[config.mk]
export PLATFORM = sky130hd
export DESIGN_NAME = lbg_lan_glue
export DESIGN_NICKNAME = d
export VERILOG_FILES = /design/src/hw/lbg_lan_glue.v
export VERILOG_INCLUDE_DIRS = /design/src /design/src/hw
export SDC_FILE = /design/constraint.sdc
export NUM_CORES = 1
export LEC_CHECK = 0
export BUFFER_PORTS_ARGS = -buffer_cell sky130_fd_sc_hd__buf_2
export CORE_MARGIN = 1.5
export CORE_UTILIZATION = 51
export CTS_CLUSTER_SIZE = 14
export DETAILED_ROUTE_END_ITERATION = 8
export PLACE_DENSITY_LB_ADDON = 0.12
export SYNTH_ARGS = -nofsm -noshare
export SYNTH_HDL_FRONTEND = slang
export SYNTH_SLANG_ARGS = --single-unit
[constraint.sdc]
create_clock -name ref_clk -period 2.85 [get_ports ref_clk]
set_input_delay 0.285 -clock ref_clk [delete_from_list [all_inputs] [get_ports ref_clk]]
set_output_delay 0.285 -clock ref_clk [all_outputs]
set_load 0.1 [all_outputs]
[src/hw/lbg_consts.vh]
`ifndef LBG_CONSTS_VH
`define LBG_CONSTS_VH
// ==========================================================
// Register offsets (byte addresses on APB)
`define LBG_OFS_CTRL 12'h000
`define LBG_OFS_STAT 12'h004
`define LBG_OFS_PDATA 12'h008
`define LBG_OFS_PSEL 12'h00C
// ==========================================================
// Control register fields and reset value
`define LBG_CTRL_RUN_BIT 0
`define LBG_CTRL_RESET 32'h00000000
// ==========================================================
// Status register fields
`define LBG_STAT_IRQ_BIT 0
`define LBG_STAT_INRST_BIT 1
`define LBG_STAT_RSTOK_BIT 2
`define LBG_STAT_MEMORY_ERROR_FLAG_BIT 3
// ==========================================================
// Timing
`define LBG_CLK_PERIOD_NS 100
`define LBG_RST_MIN_NS 200
`define LBG_MEMERR_NS 25600000
`define LBG_RST_MIN_CYCLES ((`LBG_RST_MIN_NS + `LBG_CLK_PERIOD_NS - 1) / `LBG_CLK_PERIOD_NS)
`define LBG_MEMERR_CYCLES (`LBG_MEMERR_NS / `LBG_CLK_PERIOD_NS)
// ==========================================================
// Address window and ring geometry
`define LBG_CTL_ADDR_W 24
`define LBG_RING_ENTRIES 128
`endif

[src/hw/lbg_lan_glue.v]
// Functional notes
// Controller reaches only lowest 16 Mbytes
// Software keeps LAN region uncached, unswapped
// Structures stored big-endian like the CPU
// Ownership bit grants each ring element
// One transmit, one receive ring, 128 each
// Descriptors four half-words, 8-byte aligned, contiguous
// Software reserves 16 KB buffers, 2 KB rings
// Init block even address, in address registers
// Data buffers half-word aligned in low memory
// Reset bit zero resets interface, 200 ns
// In reset, slave port idle, registers inaccessible
// Reset clears pointer, sets stop flag only
// Software rewrites address and config registers
// Software writes 0x0004 to bus config
// Init, wait init done, then start
// CPU interrupt follows controller interrupt output
// Controller interrupts; memory error after 25.6 ms
// Software clears interrupt at the controller
// Address bits 31-24 zero, 23-0 passed
// Byte swap one, latch and byte modes zero
// Issued bus transactions are non-snooped
// CPU interrupt is a level, never latched
// Controller reset follows reset bit same cycle
//
// The register offsets and the APB slave port were chosen for this implementation.
`include "lbg_consts.vh"
`default_nettype none
module lbg_lan_glue #(
    parameter ADDR_W = 12,
    parameter MEMERR_CYCLES = `LBG_MEMERR_CYCLES,
    parameter RING_ENTRIES = `LBG_RING_ENTRIES
) (
    // Clock and reset
    input wire ref_clk,
    input wire arst_n,
    // APB slave
    input wire psel,
    input wire penable,
    input wire pwrite,
    input wire [ADDR_W-1:0] paddr,
    input wire [31:0] pwdata,
    output reg [31:0] prdata,
    output wire pready,
    output wire pslverr,
    // Controller register port
    output reg ctlRegSel,
    output reg ctlRegWrite,
    output reg ctlRegPtrSel,
    output reg [15:0] ctlRegWdata,
    input wire [15:0] ctlRegRdata,
    input wire ctlRegAck,
    // Controller reset and interrupt
    output wire ctlReset,
    input wire ctlIrq_n,
    output wire cpuIrq,
    // Controller DMA side
    input wire ctlDmaReq,
    input wire ctlDmaWrite,
    input wire [`LBG_CTL_ADDR_W-1:0] ctlDmaAddr,
    input wire [1:0] ctlDmaByteEn,
    input wire [15:0] ctlDmaWdata,
    output reg ctlDmaAck,
    output reg ctlDmaErr,
    output reg [15:0] ctlDmaRdata,
    // System bus master side
    output reg sysReq,
    output reg sysWrite,
    output reg [31:0] sysAddr,
    output reg [3:0] sysByteEn,
    output reg [31:0] sysWdata,
    output wire sysSnoop,
    input wire sysAck,
    input wire [31:0] sysRdata
);
    // ==========================================================
    // Local declarations
    localparam PS_IDLE = 2'd0;
    localparam PS_BUSY = 2'd1;
    localparam PS_DONE = 2'd2;
    localparam DS_IDLE = 1'b0;
    localparam DS_BUSY = 1'b1;
    // Descriptor ring span in bytes, eight bytes per entry
    localparam RING_BYTES = RING_ENTRIES * 8;
    // Full-width copies so that fields are cut out on purpose
    localparam [31:0] CTRL_RESET = `LBG_CTRL_RESET;
    localparam [31:0] RST_MIN_FULL = `LBG_RST_MIN_CYCLES;
    reg run_reg; // Subsystem run bit, zero holds reset
    reg memory_error_flag_reg; // Sticky memory error
    reg [1:0] rstCnt_reg; // Cycles spent in subsystem reset
    reg [1:0] pState_reg;
    reg [1:0] pState_next;
    reg dState_reg;
    reg [31:0] timer_reg; // Wait cycles on the system bus
    wire inReset;
    wire setup;
    wire access;
    wire merrEvent;
    wire [1:0] rstMin;

    // ==========================================================
    // Address decode helpers
    // Access targets the controller's register port
    function isPort;
        input [ADDR_W-1:0] a;
        begin
            isPort = (a == `LBG_OFS_PDATA) || (a == `LBG_OFS_PSEL);
        end
    endfunction

    // Access targets any mapped offset
    function isMapped;
        input [ADDR_W-1:0] a;
        begin
            isMapped = isPort(a) || (a == `LBG_OFS_CTRL) || (a == `LBG_OFS_STAT);
        end
    endfunction

    // ==========================================================
    // Reset and interrupt glue
    assign inReset = ~run_reg;
    assign ctlReset = inReset;
    assign cpuIrq = ~ctlIrq_n;
    assign sysSnoop = 1'b0;
    assign rstMin = RST_MIN_FULL[1:0];

    // Count cycles in reset so software can see 200 ns has passed
    always @(posedge ref_clk or negedge arst_n) begin
        if (!arst_n) begin
            rstCnt_reg <= 2'h0;
        end else if (!inReset) begin
            rstCnt_reg <= 2'h0;
        end else if (rstCnt_reg != rstMin) begin
            rstCnt_reg <= rstCnt_reg + 2'h1;
        end
    end

    // ==========================================================
    // APB slave
    assign setup = psel & ~penable;
    assign access = psel & penable;
    // Port accesses during reset are refused at once with an error
    assign pready = access & (~isPort(paddr) | inReset | (pState_reg == PS_DONE));
    assign pslverr = pready & (~isMapped(paddr) | (isPort(paddr) & inReset));
    assign merrEvent = (dState_reg == DS_BUSY) & ~sysAck & (timer_reg >= MEMERR_CYCLES - 1);

    // Control and sticky status; a new memory error beats the clear
    always @(posedge ref_clk or negedge arst_n) begin
        if (!arst_n) begin
            run_reg <= CTRL_RESET[`LBG_CTRL_RUN_BIT];
            memory_error_flag_reg <= 1'b0;
        end else begin
            if (access && pwrite && paddr == `LBG_OFS_CTRL) begin
                run_reg <= pwdata[`LBG_CTRL_RUN_BIT];
            end
            if (merrEvent) begin
                memory_error_flag_reg <= 1'b1;
            end else if (access && pwrite && paddr == `LBG_OFS_STAT &&
                         pwdata[`LBG_STAT_MEMORY_ERROR_FLAG_BIT]) begin
                memory_error_flag_reg <= 1'b0;
            end
        end
    end

    // Read data loaded in the setup phase or on the port answer
    always @(posedge ref_clk or negedge arst_n) begin
        if (!arst_n) begin
            prdata <= 32'h00000000;
        end else if (setup) begin
            prdata <= 32'h00000000;
            if (paddr == `LBG_OFS_CTRL) begin
                prdata[`LBG_CTRL_RUN_BIT] <= run_reg;
            end else if (paddr == `LBG_OFS_STAT) begin
                prdata[`LBG_STAT_IRQ_BIT] <= cpuIrq;
                prdata[`LBG_STAT_INRST_BIT] <= inReset;
                prdata[`LBG_STAT_RSTOK_BIT] <= inReset & (rstCnt_reg == rstMin);
                prdata[`LBG_STAT_MEMORY_ERROR_FLAG_BIT] <= memory_error_flag_reg;
            end
        end else if (pState_reg == PS_BUSY && ctlRegAck) begin
            prdata <= {16'h0000, ctlRegRdata};
        end
    end

    // ==========================================================
    // Controller register port sequencer
    always @* begin
        pState_next = pState_reg;
        case (pState_reg)
            PS_IDLE: begin
                if (setup && isPort(paddr)) begin
                    pState_next = PS_BUSY;
                end
            end
            PS_BUSY: begin
                if (ctlRegAck) begin
                    pState_next = PS_DONE;
                end
            end
            PS_DONE: begin
                pState_next = PS_IDLE;
            end
            default: begin
                pState_next = PS_IDLE;
            end
        endcase
        if (inReset) begin
            pState_next = PS_IDLE;
        end
    end

    // State and strobes toward the controller's register port
    always @(posedge ref_clk or negedge arst_n) begin
        if (!arst_n) begin
            pState_reg <= PS_IDLE;
            ctlRegSel <= 1'b0;
            ctlRegWrite <= 1'b0;
            ctlRegPtrSel <= 1'b0;
            ctlRegWdata <= 16'h0000;
        end else begin
            pState_reg <= pState_next;
            ctlRegSel <= (pState_next == PS_BUSY);
            if (pState_reg == PS_IDLE && pState_next == PS_BUSY) begin
                ctlRegWrite <= pwrite;
                ctlRegPtrSel <= (paddr == `LBG_OFS_PSEL);
                ctlRegWdata <= pwdata[15:0];
            end
        end
    end

    // ==========================================================
    // DMA bridge from controller to system bus
    // One half-word per transfer, held whole until answered, timed out or reset
    always @(posedge ref_clk or negedge arst_n) begin
        if (!arst_n) begin
            dState_reg <= DS_IDLE;
            timer_reg <= 32'h00000000;
            sysReq <= 1'b0;
            sysWrite <= 1'b0;
            sysAddr <= 32'h00000000;
            sysByteEn <= 4'h0;
            sysWdata <= 32'h00000000;
            ctlDmaAck <= 1'b0;
            ctlDmaErr <= 1'b0;
            ctlDmaRdata <= 16'h0000;
        end else begin
            ctlDmaAck <= 1'b0;
            ctlDmaErr <= 1'b0;
            case (dState_reg)
                DS_IDLE: begin
                    if (ctlDmaReq && !inReset && !ctlDmaAck && !ctlDmaErr) begin
                        dState_reg <= DS_BUSY;
                        timer_reg <= 32'h00000000;
                        sysReq <= 1'b1;
                        sysWrite <= ctlDmaWrite;
                        sysAddr <= {8'h00, ctlDmaAddr};
                        // Even half-word sits in the high lanes
                        sysByteEn <= ctlDmaAddr[1] ? {2'b00, ctlDmaByteEn} :
                                                     {ctlDmaByteEn, 2'b00};
                        sysWdata <= {ctlDmaWdata, ctlDmaWdata};
                    end
                end
                DS_BUSY: begin
                    timer_reg <= timer_reg + 32'h00000001;
                    if (inReset) begin
                        dState_reg <= DS_IDLE;
                        sysReq <= 1'b0;
                    end else if (sysAck) begin
                        dState_reg <= DS_IDLE;
                        sysReq <= 1'b0;
                        ctlDmaAck <= 1'b1;
                        ctlDmaRdata <= sysAddr[1] ? sysRdata[15:0] : sysRdata[31:16];
                    end else if (merrEvent) begin
                        dState_reg <= DS_IDLE;
                        sysReq <= 1'b0;
                        ctlDmaErr <= 1'b1;
                    end
                end
                default: begin
                    dState_reg <= DS_IDLE;
                end
            endcase
        end
    end
endmodule // lbg_lan_glue
`default_nettype wire

==> metrics.md, run 1 <==
| Metric | Value |
|---|---|
| Max-slew violation count | 0 |
| Global Route Usage Sum | 0.241 |
| Startpoint types | register |
| Switching pwr | 1.20 mW |
| Number of flip-flops in the largest register | 32 |
| Clock Latency Late Sink | approximately 0.42 ns |
| Adder and majority gate portion of the synthesized area | 0.00395 |
| Synth Register Bits | 138 |
| # IOs | 288 |
| Met1 global-route usage | 0.290 |
| Post-Synth Simple-Gate Area | 0.203 |
| Area Overhead vs Synth | 29.6% |
| Met2 Usage GRT | 0.410 |
| Sw frac | 0.242 |
| DRC violation count after routing | 0 |
| Worst min-delay path category | input pin to register |
| Final min period | 2.13 ns |
| First drt pass iteration count | 4 |
| Pwr per Cell Area | 607 nW/µm² |
| Pint | about 3.8 mW |
| Most used routing layer | met2 |
| Largest family of logic cells by synthesized area | simple AND/OR/NAND/NOR gates |
| Status | complete, no violations |
| Placer Congestion | roughly 0.8 |
| Antenna Violating Nets Remaining | 0 |
| Worst-path clk slew | ~0.06 ns |
| Worst Path Arrival | between 1.5 and 2 ns |
| Multi-input gate area | about 2500 µm² |
| Layout cells sized above 1 | 0.352 |
| TritonCTS clock tree | built |
| Clock Tree Root | clkbuf_16 |
| Worst Path Required | 2.57 ns |
| Mean Syn Cell Area | 9.84 µm² |
| Register area | approximately 3500 µm² |
| RSZ-0062 raised after global routing | false |
| Seq/Total Area, Yosys | 0.545 |
| DR vias | 5301 |
| Largest fanout on the critical path | 13 |
| CTS Buf Count | 17 |
| H-tree levels | 4 |
| Top cells by area, synth | dfrtp_1, nand2_1, mux2i_1 |
| Critical path type | register to output port |
| GR Util met3 | 0.0704 |
| Final hold vios | 0 |
| Yosys top cell by area | dfrtp_1 |
| IO buf count | ~250 |
| Max_slew headroom | 0.401 |
| Comb pwr share | 0.097 |
| Max-capacitance violation count | 0 |
| Fin nets | 1020 |
| HPWL after DPL | 11.2 mm |
| Yosys top cell area share | 0.545 |
| Period utilisation layout | 0.746 |
| Avg WL per Cell | 14.7 µm |
| Clock network power share | 0.499 |
| Pwr Total | 4.98 mW |
| Gate Count Post-Synth | 644 |
| Drt total wl | approximately 15 mm |
| Xor-xnor portion of the synthesized cell area | 0.00276 |
| Leakage | ~4.7 nW |
| Synth Cell Area | 6340 µm² |
| Commonest non-fill, non-tap cell in the layout | buf_2 |
| Synth Warn # | 0 |
| Skew final | 0.0118 ns |
| Initial antenna violation count | 0 |
| Endpoint class of the critical path | output port |
| Antenna cells | 0 |
| Initial DRC count | about 270 |
| Initial Utilization | 0.526 |
| Core Box Area | about 12000 µm² |
| Slew of the pin with the lowest slew margin | 0.898 ns |
| CTS sink cnt | 138 |
| Yosys cell types | 50 |
| Vias in the first global route | approximately 5100 |
| GRT overflow | 0 |
| Multiplexer share of the synthesized area | 0.0949 |
| Die span in y | 114 µm |
| Maximum VDD drop | about 0.50 mV |
| Chip width | 114 µm |
| Final setup viols | 0 |
| FILL cells | 967 |
| Max Buffers Root-to-Sink | 2 |
| Die Area | 13100 µm² |
| Global-route wire length before repair | around 25 mm |
| Sequential cell fraction of total power | 0.404 |
| Via density per instance | 5.02 |
| Synth Area in Compound Gates | 0.0716 |
| TNS Setup | 0 ns |
| Site Rows | 40 |
| Most frequent cells in the layout | buf_2, nand2_1, dfrtp_1 |
| Largest net degree at the start of global routing | 67 |
| Tightest hold margin | a little under 0.05 ns |
| Fmax | 471 MHz |
[repair_timing]
| item | 4_1_cts | 5_1_grt |
|---|---|---|
| endpoints found under the hold margin | 64 | 0 |
| hold buffers | 1 | 0 |
| gates resized for setup | 0 | 0 |
| buffers inserted | 0 | 0 |
[power by group through the flow]
stage                     clock network (mW)  logic (mW)  registers [mW]
after CTS                               2.53       0.491            2.01
after global placement                     0       0.474            2.04
after floorplan                            0       0.302            2.09
after detailed placement                   0       0.488            2.05
final                                   2.49       0.485            2.01
after global routing                    2.61       0.522            2.02
[path summary, 6_finish.rpt]
kind / start / end / slack, ns / cells after the start
max: run_reg / pslverr / 0.72 / 4
min: ctlDmaAddr[9] / sysAddr[9] / 0.05 / 3
max reg2reg: timer_reg[0] / timer_reg[14] / 0.78 / 5
min reg2reg: sysByteEn[3] / sysByteEn[3] / 0.47 / 2
max in group asynchronous: arst_n / timer_reg[18] / 1.69 / 3
min in group asynchronous: arst_n / prdata[10] / 0.43 / 2
[kinds of logic after synthesis]
group | after synthesis
simple gates | 290
flops | 138
buf+inv | 85
compound gates | 72
mux | 54
fa+ha+maj | 2
xor+xnor | 2
other cells | 1
[Yosys cell counts (all sizes together)]
master   count
a21oi       18
mux2i       35
or4          2
o211ai       5
clkbuf      22
and2         1
and4         2
xor2         2
and3         5
nand4b       1
inv         14
o31ai        4
or3          3
nor2        13
nand3       18
a211oi       1
and3b        1
mux2        19
nor2b        3
a41oi        1
a31oi        1
a32o         1
nor3         5
a21o         1
buf         49
a22o         1
a31o         1
o41ai        5
o2111ai      1
dfrtp      138
nor4         8
o21ai       23
ha           2
o22ai        3
and4bb       1
a2bb2oi      1
nand2      210
o311ai       5
nand3b       3
nand4       14
conb         1
[critical path, stage by stage (launching register included)]
cell and delay (ns):
dfrtp_1 0.52, inv_1 0.19, nand2_1 0.08, a41oi_2 0.18
buf_2 0.45
[stage by stage]
step                 util  std cells  setup WS [ns]  cell area, µm²
detailed placement  0.625       1022          0.554            7540
global route        0.681       1055          0.577            8220
CTS                 0.681       1055          0.704            8220
global placement    0.625       1022          0.595            7540
finish              0.681       1055          0.725            8220
floorplan               -        668          0.201            6440
[per-layer routing]
metal | wire length [µm] | vias to the layer above
li1 | - | 2579
met1 | 6250 | 2534
met2 | 7960 | 165
met3 | 953 | 23
met4 | 292 | 0
met5 | 0 | -
[area by class of cell]
type,count,area share
sequential,138,0.420
inverter,14,0.00639
tap,168,0.0256
clock buffer,21,0.0548
multi-input combinational,445,0.303
timing repair buffer,258,0.163
clock inverter,11,0.0265
Note: power is estimated with default switching activity, not from simulation.
==> run 2, diff against run 1 <==
--- a/config.mk
+++ b/config.mk
@@ -6,9 +6,10 @@
 export SDC_FILE = /design/constraint.sdc
 export NUM_CORES = 1
 export LEC_CHECK = 0
+export ABC_AREA = 1
 export BUFFER_PORTS_ARGS = -buffer_cell sky130_fd_sc_hd__buf_2
 export CORE_MARGIN = 1.5
-export CORE_UTILIZATION = 51
+export CORE_UTILIZATION = 44
 export CTS_CLUSTER_SIZE = 14
 export DETAILED_ROUTE_END_ITERATION = 8
 export PLACE_DENSITY_LB_ADDON = 0.12
==> constraint.sdc (replaced) <==
create_clock -name ref_clk -period 1.9 [get_ports ref_clk]
set_input_delay 0.19 -clock ref_clk [delete_from_list [all_inputs] [get_ports ref_clk]]
set_output_delay 0.19 -clock ref_clk [all_outputs]
set_load 0.1 [all_outputs]
==> run 2 against run 1 <==
Against the previous run: clock power increased by 34%; sequential power increased by 100%; critical endpoint unchanged; power increased to 3.3 times the previous value; largest power group is now combinational logic; synthesized cell count increased by 34%; first-iteration DRC count increased by 0.38%; global-route usage decreased by 2.7 points; via count increased by 21%; wire length increased by 9.8%; highest routed layer unchanged; non-clock buffer count increased by 58; count of clock-buffer cells in the layout unchanged; worst setup slack got worse by 0.63 ns; register-to-register slack got worse by 0.60 ns.
==> metrics.md, run 2 <==
| Metric | Value |
|---|---|
| Multi-input gate area | 2880 µm² (was 2490 µm²) |
| CTS Buf Count | 17 (unchanged) |
| Leakage | 4.91 nW (was 4.68 nW) |
| First drt pass iteration count | 4 (unchanged) |
| Commonest non-fill, non-tap cell in the layout | nand2_1 (was buf_2) |
| Post-route core utilization | 0.614 (was 0.681) |
| Vias in the first global route | 6025 (was 5118) |
| Comb pwr share | 0.543 (was 0.097) |
| Sw frac | 0.572 (was 0.242) |
| Pint | 6.99 mW (was 3.78 mW) |
| Initial Utilization | 0.451 (was 0.526) |
| GRT overflow | 0 (unchanged) |
| Antenna Violating Nets Remaining | 0 (unchanged) |
| Initial antenna violation count | 0 (unchanged) |
| Final hold vios | 0 (unchanged) |
| Top cells by area, synth | dfrtp_1, nand2_1, buf_4 (was dfrtp_1, nand2_1, mux2i_1) |
| Max Buffers Root-to-Sink | 2 (unchanged) |
| Synth Cell Area | 6850 µm² (was 6340 µm²) |
| Chip width | 128 µm (was 114 µm) |
| Endpoint class of the critical path | output port (unchanged) |
| Critical path cell sequence | inv_1 > buf_4 > nand2_1 > a31oi_4 > buf_12 (was inv_1 > nand2_1 > a41oi_2 > buf_2) |
| Number of flops mapped to enable cells by yosys | 0 (unchanged) |
| DP Worst Slack | 0.242 ns (was 0.554 ns) |
| Commonest cells post-synth | nand2_1, dfrtp_1, nor2_1 (was nand2_1, dfrtp_1, buf_4) |
| Max-capacitance violation count | 0 (unchanged) |
| Area Overhead vs Synth | 36.2% (was 29.6%) |
| IO buf count | 246 (unchanged) |
| Seq/Total Area, Yosys | 0.504 (was 0.545) |
| Worst setup slack after layout | 0.0929 ns (was 0.725 ns) |
| Crit Reg-Reg Startpoint | timer_reg[0] (unchanged) |
| DR vias | 6416 (was 5301) |
| Worst path max stage delay | 0.40 ns (was 0.52 ns) |
| Die Area | 16300 µm² (was 13100 µm²) |
| Post-CTS Setup Repair Bufs | 0 (unchanged) |
| TritonCTS clock tree | built (unchanged) |
| HPWL after DPL | 11.6 mm (was 11.2 mm) |
| Worst Path Arrival | 1.62 ns (was 1.84 ns) |
| Startpoint types | register (unchanged) |
| Clock Tree Root | clkbuf_16 (unchanged) |
| Mean Syn Cell Area | 7.96 µm² (was 9.84 µm²) |
| Most used flip-flop cell after synthesis | dfrtp_1 (unchanged) |
| Gate Count Post-Synth | 860 (was 644) |
| Register area | 3450 µm² (about the same) |
| Initial DRC count | 266 (was 265) |
| Maximum VDD drop | 1.47 mV (was 0.495 mV) |
| Clock Latency Late Sink | 0.42 ns (about the same) |
| Most frequent cells in the layout | nand2_1, buf_2, dfrtp_1 (was buf_2, nand2_1, dfrtp_1) |
| Most frequent cell after synthesis | nand2_1 (unchanged) |
| Layout cells sized above 1 | 0.283 (was 0.352) |
| Pwr Total | 16.3 mW (was 4.98 mW) |
| Final min period | 1.81 ns |
| Synth Warn # | 0 (unchanged) |
| Synth Register Bits | 138 (unchanged) |
| Skew final | 0.0146 ns (was 0.0118 ns) |
| Max-slew violation count | 0 (unchanged) |
| Worst Path Required | 1.71 ns (was 2.57 ns) |
| Yosys top cell area share | 0.504 (was 0.545) |
| CTS sink cnt | 138 (unchanged) |
| Global-route wire length before repair | 28.1 mm (was 24.7 mm) |
| Core Box Area | 15200 µm² (was 12100 µm²) |
| CP startpoint | run_reg (unchanged) |
| Drt total wl | 17.0 mm (was 15.5 mm) |
| Slowest-stage cell, CP | dfrtp_1 (unchanged) |
| Antenna cells | 0 (unchanged) |
| Final setup viols | 0 (unchanged) |
| Worst-path clk slew | 0.06 ns (about the same) |
| FILL cells | 1405 (was 967) |
| Largest net degree at the start of global routing | 59 (was 67) |
| Switching pwr | 9.34 mW (was 1.20 mW) |
| Status | complete, no violations (unchanged) |
| Pwr per Cell Area | 1750 nW/µm² (was 607 nW/µm²) |
| Critical path type | register to output port (unchanged) |
| Number of flip-flops in the largest register | 32 (unchanged) |
| Tightest hold margin | 0.0227 ns (was 0.0493 ns) |
| Largest fanout on the critical path | 7 (was 13) |
| Die span in y | 128 µm (was 114 µm) |
| Sequential cell fraction of total power | 0.252 (was 0.404) |
| Asr flop ratio synth | 1.00 (unchanged) |
| Via density per instance | 4.75 (was 5.02) |
| Period utilisation layout | 0.951 |
| Yosys cell types | 39 (was 50) |
| Fmax | approximately 550 MHz |
| Worst min-delay path category | input pin to register (unchanged) |
| Placer Congestion | 0.863 (was 0.804) |
| Global Route Usage Sum | 0.213 (was 0.241) |
| Avg WL per Cell | 12.6 µm (was 14.7 µm) |
| Clock network power share | 0.205 (was 0.499) |
| H-tree levels | 4 (unchanged) |
| Yosys top cell by area | dfrtp_1 (unchanged) |
| # IOs | 288 (unchanged) |
| Fin nets | 1296 (was 1020) |
| Hold wc startpoint | ctlRegRdata[8] (was ctlDmaAddr[9]) |
| Site Rows | 45 (was 40) |
| DRC violation count after routing | 0 (unchanged) |
-- run 2: per-layer routing --
layer,wire (µm),global-route usage,share of wire,vias up
met3,1020,0.0526,0.060,17
li1,-,-,-,3269
met5,0,0,0,-
met1,7610,0.271,0.45,2922
met2,8080,0.361,0.48,208
met4,265,0.0661,0.016,0
-- run 2: power groups by stage --
stage                     Sequential (mW)  Combinational, mW  Clock (mW)
after floorplan                      9.03               2.73           0
after global placement               4.14               8.75           0
after detailed placement             4.14               8.82           0
after CTS                            4.12               8.89        3.43
after global routing                 4.23               9.19        3.56
final                                4.12               8.86        3.34
-- run 2: cell type report --
cell class | count | share of cell area
well taps | 188 | 0.0252
clock inverters | 11 | 0.0157
multi-input cells | 628 | 0.308
clock buffers | 21 | 0.0483
inverters | 49 | 0.0201
flip-flops and latches | 138 | 0.370
repair buffers | 316 | 0.212
-- run 2: cells by family after synthesis --
logic type                 share of synthesized area
and+or+nand+nor                                0.337
DFF                                            0.504
buffers and inverters                         0.0917
AOI/OAI and AO/OA                             0.0619
adders and majority gates                    0.00365
xor gates and xnor gates                     0.00128
other                                       0.000548
-- run 2: path summary, 6_finish.rpt --
check	slack, ns	cells past startpoint	endpoint
worst max register to register	0.18	8	timer_reg[26]
worst max-delay path	0.09	5	pslverr
min in group asynchronous	0.27	2	ctlDmaRdata[6]
worst min register to register	0.46	2	ctlRegWdata[15]
worst min-delay path	0.02	3	prdata[8]
max in group asynchronous	0.98	3	sysAddr[1]
-- run 2: critical path, delay by kind of cell (launching register included) --
| kind | cells | cell delay, ns |
|---|---|---|
| buf+inv | 3 | 0.49 |
| simple gates | 1 | 0.09 |
| compound gates | 1 | 0.22 |
| flops | 1 | 0.40 |
-- run 2: through the flow --
| step | cell area (µm²) | instances | TNS [ns] |
|---|---|---|---|
| 6_report | 9330 | 1351 | 0 |
| 5_1_grt | 9330 | 1351 | -0.00321 |
| 4_1_cts | 9310 | 1351 | 0 |
| 3_5_place_dp | 8180 | 1266 | 0 |
| 3_3_place_gp | 8180 | 1266 | 0 |
| 2_1_floorplan | 6970 | 884 | -0.0660 |
-- run 2: timing repair --
item / 4_1_cts / 5_1_grt
hold endpoints to repair: 92 / 0
hold buffers: 53 / 0
pin swaps: 0 / 0
resized for setup: 2 / 4
setup endpoints to repair: 2 / 2
